`src/hdl/lapwm_map.vh`:
```
`ifndef LAPWM_MAP_VH
`define LAPWM_MAP_VH

// ==========================================================
// Clock and frame timing
// ==========================================================
`define LAPWM_CLK_HZ 10000000
// Frame period = base + band_step * 2^band + fine_step * 2^band * fine
`define LAPWM_BASE_NS 280000
`define LAPWM_BAND_STEP_NS 40000
`define LAPWM_FINE_STEP_NS 2500
`define LAPWM_NS_TO_CYC(ns) (((ns) * (`LAPWM_CLK_HZ / 1000000)) / 1000)
`define LAPWM_BASE_CYC `LAPWM_NS_TO_CYC(`LAPWM_BASE_NS)
`define LAPWM_BAND_STEP_CYC `LAPWM_NS_TO_CYC(`LAPWM_BAND_STEP_NS)
`define LAPWM_FINE_STEP_CYC `LAPWM_NS_TO_CYC(`LAPWM_FINE_STEP_NS)

// ==========================================================
// Duty cycle, in units of 1/40960 of the frame
// ==========================================================
`define LAPWM_DUTY_DEN 40960
// 5 percent floor of the angle range
`define LAPWM_DUTY_MIN 16'h0800
// 90 percent span over 4096 angle codes gives 9 units per code
`define LAPWM_DUTY_PER_LSB 16'h0009
// Fault code k sits at 5 + 5.625 * (k - 1) percent
`define LAPWM_DUTY_FAULT_STEP 16'h0900

// ==========================================================
// Fault priority codes, 1 is highest, 0 is none
// ==========================================================
`define LAPWM_F_NONE 4'h0
`define LAPWM_F_WATCHDOG 4'h1
`define LAPWM_F_OSC 4'h2
`define LAPWM_F_SELFCHK 4'h3
`define LAPWM_F_PLL 4'h4
`define LAPWM_F_ZCROSS 4'h5
`define LAPWM_F_MEAN 4'h6
`define LAPWM_F_SUPPLY 4'h7
`define LAPWM_F_WEAK 4'h8
`define LAPWM_F_NVM 4'h9
`define LAPWM_F_CLIP 4'hA
`define LAPWM_F_STRONG 4'hB
`define LAPWM_F_TEMP 4'hC
`define LAPWM_F_COUNT 12

// ==========================================================
// Correction table
// ==========================================================
`define LAPWM_COEF_N 32
// Coefficient LSB to angle LSB: 1/8 with scale clear, 1/4 with it set,
// plus 7 bits of interpolation fraction
`define LAPWM_SHIFT_NARROW 10
`define LAPWM_SHIFT_WIDE 9

`endif

```
`src/hdl/lapwm_top.v`:
```
`timescale 1ns/100ps
`include "lapwm_map.vh"

// How it works
// - Watchdog fault latches until reset, highest priority, 5 percent duty.
// - Oscillator frequency fault, priority two, 10.625 percent duty.
// - Self-check fault latches until reset, priority three, 16.25 percent duty.
// - PLL unlock, priority four, 21.875 percent duty while unlocked.
// - Zero-crossing integrity fault, priority five, 27.5 percent while present.
// - Mean-calculation fault, priority six, 33.125 percent for one frame.
// - Unmasked supply-low sources, priority seven, 38.75 percent while any remains.
// - Weak field, priority eight, 44.375 percent until field recovers.
// - Corrected memory error, priority nine, 50 percent for one frame.
// - Signal clipping, priority ten, 55.625 percent while it lasts.
// - Strong field, priority eleven, 61.25 percent until field drops.
// - Temperature range, lowest priority, 66.875 percent until back in range.
// - Frame rate from band and fine fields, 3125 Hz down to 98 Hz.
// - 32 coefficients at 11.25 degree points, subtracted from the angle.
// - Coefficients are 12-bit two's complement values.
// - Scale select picks 22.5 or 45 degrees full-scale correction.
// - Between points the correction is linearly interpolated.
// - Latency is the same with correction on or off.
// - With correction off the datapath never reads the coefficients.
// - Angle 0 to 360 maps to 5 to 95 percent; rising edge fixed.
// - Fault output on: style clear floats pin, style set doubles period.
module lapwm_top (
  input wire MCLK,
  input wire RESET,
  input wire [11:0] ANGLE_IN,
  input wire LIN_ENABLE,
  input wire CORRECTION_SCALE_SEL,
  input wire COEF_WR,
  input wire [4:0] COEF_ADDR,
  input wire [11:0] COEF_DATA,
  input wire [2:0] PWM_BAND,
  input wire [3:0] PWM_FREQ,
  input wire ERR_TO_OUT,
  input wire ERR_STYLE,
  input wire WATCHDOG_FAULT,
  input wire OSC_FREQ_FAULT,
  input wire SELF_CHECK_FAULT,
  input wire PLL_LOCK_FAULT,
  input wire ZERO_CROSS_INTEGRITY_FAULT,
  input wire MEAN_CALC_FAULT,
  input wire SUPPLY_LOW_A,
  input wire SUPPLY_LOW_CC,
  input wire SUPPLY_LOW_A_MASK,
  input wire SUPPLY_LOW_CC_MASK,
  input wire WEAK_FIELD_FAULT,
  input wire NVM_CORRECTED_FAULT,
  input wire ADC_CLIP_FAULT,
  input wire STRONG_FIELD_FAULT,
  input wire TEMPERATURE_RANGE_FAULT,
  output reg [11:0] CORRECTED_ANGLE,
  output reg [3:0] ACTIVE_FAULT,
  output reg PWM_OUT,
  output reg PWM_OE
);

  // ==========================================================
  // Correction coefficient storage
  // ==========================================================
  reg [11:0] coef [0:`LAPWM_COEF_N-1];

  genvar gi;
  generate
    for (gi = 0; gi < `LAPWM_COEF_N; gi = gi + 1) begin : g_coef
      always @(posedge MCLK) begin
        if (RESET) begin
          coef[gi] <= 12'h000;
        end else if (COEF_WR && (COEF_ADDR == gi)) begin
          coef[gi] <= COEF_DATA;
        end
      end
    end
  endgenerate

  // ==========================================================
  // Interpolation, stage one
  // ==========================================================
  // Top five bits select the 11.25 degree segment, low seven the position in it
  wire [4:0] seg = ANGLE_IN[11:7];
  wire [6:0] frac = ANGLE_IN[6:0];
  wire [4:0] seg_next = seg + 5'h01;

  // Table reads are gated so that a disabled path ignores table contents
  wire [11:0] c_lo = LIN_ENABLE ? coef[seg] : 12'h000;
  wire [11:0] c_hi = LIN_ENABLE ? coef[seg_next] : 12'h000;

  wire signed [12:0] c_diff = $signed({c_hi[11], c_hi}) - $signed({c_lo[11], c_lo});
  wire signed [20:0] c_step = c_diff * $signed({1'b0, frac});
  wire signed [20:0] c_base = $signed({{2{c_lo[11]}}, c_lo, 7'h00});
  wire signed [20:0] next_interp = c_base + c_step;

  reg [11:0] angle_d1;
  reg signed [20:0] interp_d1;
  reg lin_en_d1;
  reg scale_d1;

  always @(posedge MCLK) begin
    if (RESET) begin
      angle_d1 <= 12'h000;
      interp_d1 <= 21'sh00_0000;
      lin_en_d1 <= 1'b0;
      scale_d1 <= 1'b0;
    end else begin
      angle_d1 <= ANGLE_IN;
      interp_d1 <= next_interp;
      lin_en_d1 <= LIN_ENABLE;
      scale_d1 <= CORRECTION_SCALE_SEL;
    end
  end

  // ==========================================================
  // Subtraction, stage two
  // ==========================================================
  // Arithmetic shift truncates toward minus infinity; sub-LSB error is accepted
  wire signed [20:0] corr_narrow = interp_d1 >>> `LAPWM_SHIFT_NARROW;
  wire signed [20:0] corr_wide = interp_d1 >>> `LAPWM_SHIFT_WIDE;
  wire [11:0] corr = scale_d1 ? corr_wide[11:0] : corr_narrow[11:0];
  // Modulo 4096 wrap keeps the result inside one revolution
  wire [11:0] next_corrected = angle_d1 - corr;

  always @(posedge MCLK) begin
    if (RESET) begin
      CORRECTED_ANGLE <= 12'h000;
    end else begin
      // Both settings pass through the same two registers
      CORRECTED_ANGLE <= lin_en_d1 ? next_corrected : angle_d1;
    end
  end

  // ==========================================================
  // Fault capture
  // ==========================================================
  reg watchdog_hold;
  reg self_check_hold;
  reg mean_pend;
  reg nvm_pend;
  reg frame_start;
  reg [3:0] frame_code;

  // One-shot faults are consumed when a frame starts with them selected
  wire mean_taken = frame_start && (frame_code == `LAPWM_F_MEAN);
  wire nvm_taken = frame_start && (frame_code == `LAPWM_F_NVM);

  always @(posedge MCLK) begin
    if (RESET) begin
      watchdog_hold <= 1'b0;
      self_check_hold <= 1'b0;
      mean_pend <= 1'b0;
      nvm_pend <= 1'b0;
    end else begin
      if (WATCHDOG_FAULT) begin
        watchdog_hold <= 1'b1;
      end
      if (SELF_CHECK_FAULT) begin
        self_check_hold <= 1'b1;
      end
      // A new event in the clearing cycle keeps the flag set
      if (MEAN_CALC_FAULT) begin
        mean_pend <= 1'b1;
      end else if (mean_taken) begin
        mean_pend <= 1'b0;
      end
      if (NVM_CORRECTED_FAULT) begin
        nvm_pend <= 1'b1;
      end else if (nvm_taken) begin
        nvm_pend <= 1'b0;
      end
    end
  end

  wire supply_low = (SUPPLY_LOW_A && !SUPPLY_LOW_A_MASK) || (SUPPLY_LOW_CC && !SUPPLY_LOW_CC_MASK);

  // Bit k-1 holds fault of priority k; raw event is ORed in so the code follows one cycle after it
  wire [11:0] fault_vec = {
    TEMPERATURE_RANGE_FAULT,
    STRONG_FIELD_FAULT,
    ADC_CLIP_FAULT,
    nvm_pend || NVM_CORRECTED_FAULT,
    WEAK_FIELD_FAULT,
    supply_low,
    mean_pend || MEAN_CALC_FAULT,
    ZERO_CROSS_INTEGRITY_FAULT,
    PLL_LOCK_FAULT,
    self_check_hold || SELF_CHECK_FAULT,
    OSC_FREQ_FAULT,
    watchdog_hold || WATCHDOG_FAULT
  };

  reg [3:0] next_code;
  integer k;

  // Scan from lowest to highest priority so the highest one is left standing
  always @* begin
    next_code = `LAPWM_F_NONE;
    for (k = `LAPWM_F_COUNT; k >= 1; k = k - 1) begin
      if (fault_vec[k-1]) begin
        next_code = k[3:0];
      end
    end
  end

  // ==========================================================
  // Frame period
  // ==========================================================
  // Counts are integers; the longest doubled frame still fits in 18 bits
  localparam [31:0] BASE_CYC_W = `LAPWM_BASE_CYC;
  localparam [31:0] BAND_STEP_W = `LAPWM_BAND_STEP_CYC;
  localparam [31:0] FINE_STEP_W = `LAPWM_FINE_STEP_CYC;
  wire [17:0] base_cyc = BASE_CYC_W[17:0];
  wire [17:0] band_step = BAND_STEP_W[17:0];
  wire [17:0] fine_step = FINE_STEP_W[17:0];
  wire [17:0] band_part = band_step << PWM_BAND;
  wire [17:0] fine_part = (fine_step << PWM_BAND) * {14'h0000, PWM_FREQ};
  wire [17:0] next_period = base_cyc + band_part + fine_part;

  // ==========================================================
  // Duty selection
  // ==========================================================
  wire [15:0] duty_angle = `LAPWM_DUTY_MIN + `LAPWM_DUTY_PER_LSB * {4'h0, CORRECTED_ANGLE};
  wire [15:0] duty_fault = `LAPWM_DUTY_MIN + `LAPWM_DUTY_FAULT_STEP * {12'h000, next_code - 4'h1};
  wire report = ERR_TO_OUT && (next_code != `LAPWM_F_NONE);

  reg [17:0] cnt;
  reg [17:0] period_l;
  reg [15:0] duty_l;
  reg float_l;

  wire frame_end = (cnt == period_l - 18'h0_0001);

  always @(posedge MCLK) begin
    if (RESET) begin
      cnt <= 18'h0_0000;
      period_l <= 18'h0_0001;
      duty_l <= 16'h0000;
      float_l <= 1'b0;
      frame_start <= 1'b0;
      frame_code <= `LAPWM_F_NONE;
    end else begin
      frame_start <= frame_end;
      if (frame_end) begin
        // Settings are taken only at frame boundaries, so rising edges stay periodic
        cnt <= 18'h0_0000;
        frame_code <= next_code;
        if (report && ERR_STYLE) begin
          period_l <= {next_period[16:0], 1'b0};
          duty_l <= duty_fault;
          float_l <= 1'b0;
        end else if (report) begin
          period_l <= next_period;
          duty_l <= duty_angle;
          float_l <= 1'b1;
        end else begin
          period_l <= next_period;
          duty_l <= duty_angle;
          float_l <= 1'b0;
        end
      end else begin
        cnt <= cnt + 18'h0_0001;
      end
    end
  end

  // ==========================================================
  // Output stage
  // ==========================================================
  // Compare cnt/period against duty/40960 without a divider
  wire [35:0] lhs = {18'h0_0000, cnt} * `LAPWM_DUTY_DEN;
  wire [35:0] rhs = {18'h0_0000, period_l} * {20'h0_0000, duty_l};

  always @(posedge MCLK) begin
    if (RESET) begin
      PWM_OUT <= 1'b0;
      PWM_OE <= 1'b0;
      ACTIVE_FAULT <= `LAPWM_F_NONE;
    end else begin
      PWM_OUT <= (lhs < rhs) && !float_l;
      PWM_OE <= !float_l;
      ACTIVE_FAULT <= next_code;
    end
  end

endmodule

```
`config.mk`:
```
export PLATFORM = sky130hd
export DESIGN_NAME = lapwm_top
export DESIGN_NICKNAME = d
export VERILOG_FILES = /design/src/hdl/lapwm_top.v
export VERILOG_INCLUDE_DIRS = /design/src /design/src/hdl
export SDC_FILE = /design/constraint.sdc
export NUM_CORES = 2
export LEC_CHECK = 0
export BUFFER_PORTS_ARGS = -buffer_cell sky130_fd_sc_hd__buf_2
export CAP_MARGIN = 20
export CORE_UTILIZATION = 55
export DETAILED_ROUTE_END_ITERATION = 16
export GPL_TIMING_DRIVEN = 0
export PLACE_DENSITY = 0.7
export SETUP_SLACK_MARGIN = 0.15
export SKIP_LAST_GASP = 1
export SLEW_MARGIN = 0
export SYNTH_ARGS = -nofsm -noshare
export SYNTH_HDL_FRONTEND = slang
export SYNTH_SLANG_ARGS = --single-unit
```
`constraint.sdc`:
```
create_clock -name MCLK -period 9.3 [get_ports MCLK]
set_clock_uncertainty 0.1 [all_clocks]
set_input_delay 0.93 -clock MCLK [delete_from_list [all_inputs] [get_ports MCLK]]
set_output_delay 0.93 -clock MCLK [all_outputs]
set_load 0.03 [all_outputs]
```
==> results.cfg <==
[status]
status = finished, final reports clean

[clocking]
cts_buffers = 53
clkTransAtPathRegs_ns = 0.06
cts-root-buf = clkbuf_16
ctsHoldBuffers = 0
cts_tree = done
cts_sinks = 490
clockBufferDepth = 3
htreeDepth = 2
clk_latency_ns = 0.66

[floorplan]
die_w_um = 283
start_util = 0.558
dieHeight_um = 283
pin_count = 76
core_um2 = 77700
die_area_um2 = 80000
rows = 102

[timing]
finalSetupTns_ns = 0
min_period_ns = 8.95
setup_viol = 0
fin_crit_sh = 0.962
drv_slew = 0
finalWorstSetupSlack_ns = 0.349
max_freq_mhz = 112
slew-limit-headroom = 0.333
rsz0062_at_grt = true
worst_pin_slew_ns = 1.00
finalHoldViolations = 0

[layout]
num-nets-final = 4805
design_area_um2 = 47800
area_growth_pct = 10.3
layoutNonFillerInstCount = 5196
drive_gt1_frac = 0.144

[pwr]
finalPower_w = 0.0130
p_seq_frac = 0.212
swShare = 0.440
combPwrFrac = 0.620
clkPwrFrac = 0.169
leakagePower_nw = 20.2
peakVddDrop_mv = 0.522
p_int_w = 0.00726
p_per_area_nw_per_um2 = 271
switchingPower_w = 0.00571

[logic_synthesis]
yosys-top-cells-count = and2_1 (596), inv_1 (453), edfxtp_1 (384)
synth_top_area_frac = 0.266
synthArstFlopShare = 0
ys_top_cells_by_area = edfxtp_1 (27%), fa_1 (16%), mux4_2 (12%)
ys_warn_count = 0
synthDistinctLibCells = 76
synth_edf_count = 384
syn_nets = 4636
synthCells = 3942
netlist_area_um2 = 43400
yosysSeqAreaShare = 0.315
synth.most_common_cell = and2_1
synthFlopType = edfxtp_1
avgSynthCellArea_um2 = 11.0
synth_seq_cells = 490
synth_top_area_cell = edfxtp_1

[setup_path]
worstPathArrival_ns = 9.34
crit_slowest_cell = buf_1
worst-setup-path-type = in2reg
required_ns = 9.69
slowest_delay_ns = 0.67
critical_path_buf_inv_count = 8
cp_max_fo = 10
path_common_cell = fa_1
crit_path_end_kind = flip-flop
crit_family = adder cells
start_kind = input port

[route]
routed_wl_mm = 127
firstDrtPassIters = 8
viasPerCell = 6.04
drt_iter0_drc = 3472
vias = 31381
wl_per_cell_um = 24.5
ant_nets = 0
route.detailed.drc = 0

[grt]
gr-usage-all-layers = 0.325
grt_max_degree = 17
first_global_vias = 31144
grt_pass1_wl_mm = 191
antenna_found_initial = 7
grt-ovfl-total = 0

[placement]
dp.cells = 5070
pre_cts_ws_ns = -2.25
gp_congestion = 1.06
port_buffers = 69
dpl-instance-area_um2 = 45300
hpwl_mm = 99.6

[min_path]
hold_path_class = reg2reg

[run]
drv_cap = 0
## path summary, 6_finish.rpt
check,from,to,slack (ns),depth (start not counted)
min reg2reg,watchdog_hold,watchdog_hold,0.40,2
max reg2reg,period_l[9],PWM_OUT,0.45,29
min,watchdog_hold,watchdog_hold,0.40,2
max,ANGLE_IN[8],interp_d1[19],0.35,32
## through the flow
stage	utilization	hold WS, ns
6_report	0.615	0.398
3_3_place_gp	0.580	0.368
3_5_place_dp	0.582	0.375
5_1_grt	0.615	0.411
2_1_floorplan	-	0.314
4_1_cts	0.609	0.383
## metal layers
layer  track usage  up-vias  wire length, um
li1              -    13717                -
met1         0.434    15600            48600
met2         0.498     1699            57000
met3        0.0914      353            15600
met4         0.142       12             6160
met5             0        -              108
## power groups by stage
stage / clock network, W / logic (W) / registers, W
floorplan: 0 / 0.00562 / 0.00274
global placement: 0 / 0.00742 / 0.00278
detailed placement: 0 / 0.00759 / 0.00279
CTS: 0.00218 / 0.00791 / 0.00274
global route: 0.00227 / 0.00891 / 0.00276
finish: 0.00219 / 0.00804 / 0.00275
## cell type report
| cell class | instances | area, um2 |
|---|---|---|
| fill | 6256 | 29900 |
| clock buffer | 68 | 1460 |
| inverter | 453 | 1700 |
| sequential | 490 | 13700 |
| clock inverter | 28 | 327 |
| multi-input combinational | 2750 | 27200 |
| buffer | 247 | 1340 |
| antenna | 4 | 10.0 |
| timing repair buffer | 116 | 816 |
| tap | 1040 | 1300 |
## cells in the final DEF, fill, tap and decap left out, types with 22 or more instances in the layout
cell type / instances
and2_1: 596
inv_1: 453
edfxtp_1: 384
nand2_1: 351
fa_1: 340
ha_1: 295
mux4_2: 240
nor2_1: 176
clkbuf_1: 146
dfxtp_1: 106
xnor2_1: 82
buf_2: 78
a21oi_1: 77
nor2b_1: 57
clkbuf_16: 55
mux2i_1: 53
o21ai_0: 50
clkbuf_2: 48
xor2_1: 46
nand3_1: 45
buf_4: 41
nor3_1: 31
a21o_1: 22
o21ai_1: 22
and3_1: 22
## sequential cells by signal (all words and copies together) (netlist names), 4 cells and up
signal / count
angle_d1: 12
frame_code: 4
cnt: 18
CORRECTED_ANGLE: 12
duty_l: 16
period_l: 18
interp_d1: 12
ACTIVE_FAULT: 4
coef: 384
## cell families (layout without fill, tap and decap cells)
logic type / count (synthesis) / after routing / synth area share
and+or+nand+nor: 1362 / 1362 / 0.166
buffers and inverters: 702 / 912 / 0.0616
adders and majority gates: 636 / 636 / 0.243
DFF: 490 / 490 / 0.315
muxes: 316 / 316 / 0.143
AOI/OAI and AO/OA: 302 / 302 / 0.0452
xor gates and xnor gates: 134 / 134 / 0.0271
other: 0 / 4 / 0
## worst min-delay path, stage by stage, from the launching register on
cell and delay, ns:
dfxtp_1 0.32, nor2_1 0.07, nor2_1 0.07
## repair_timing
action,4_1_cts,5_1_grt
cloned,0,0
gates resized for setup,116,130
setup endpoints to repair,13,8
setup buffers,5,22
pin swaps,6,12
Power figures use the tool's default switching activity.
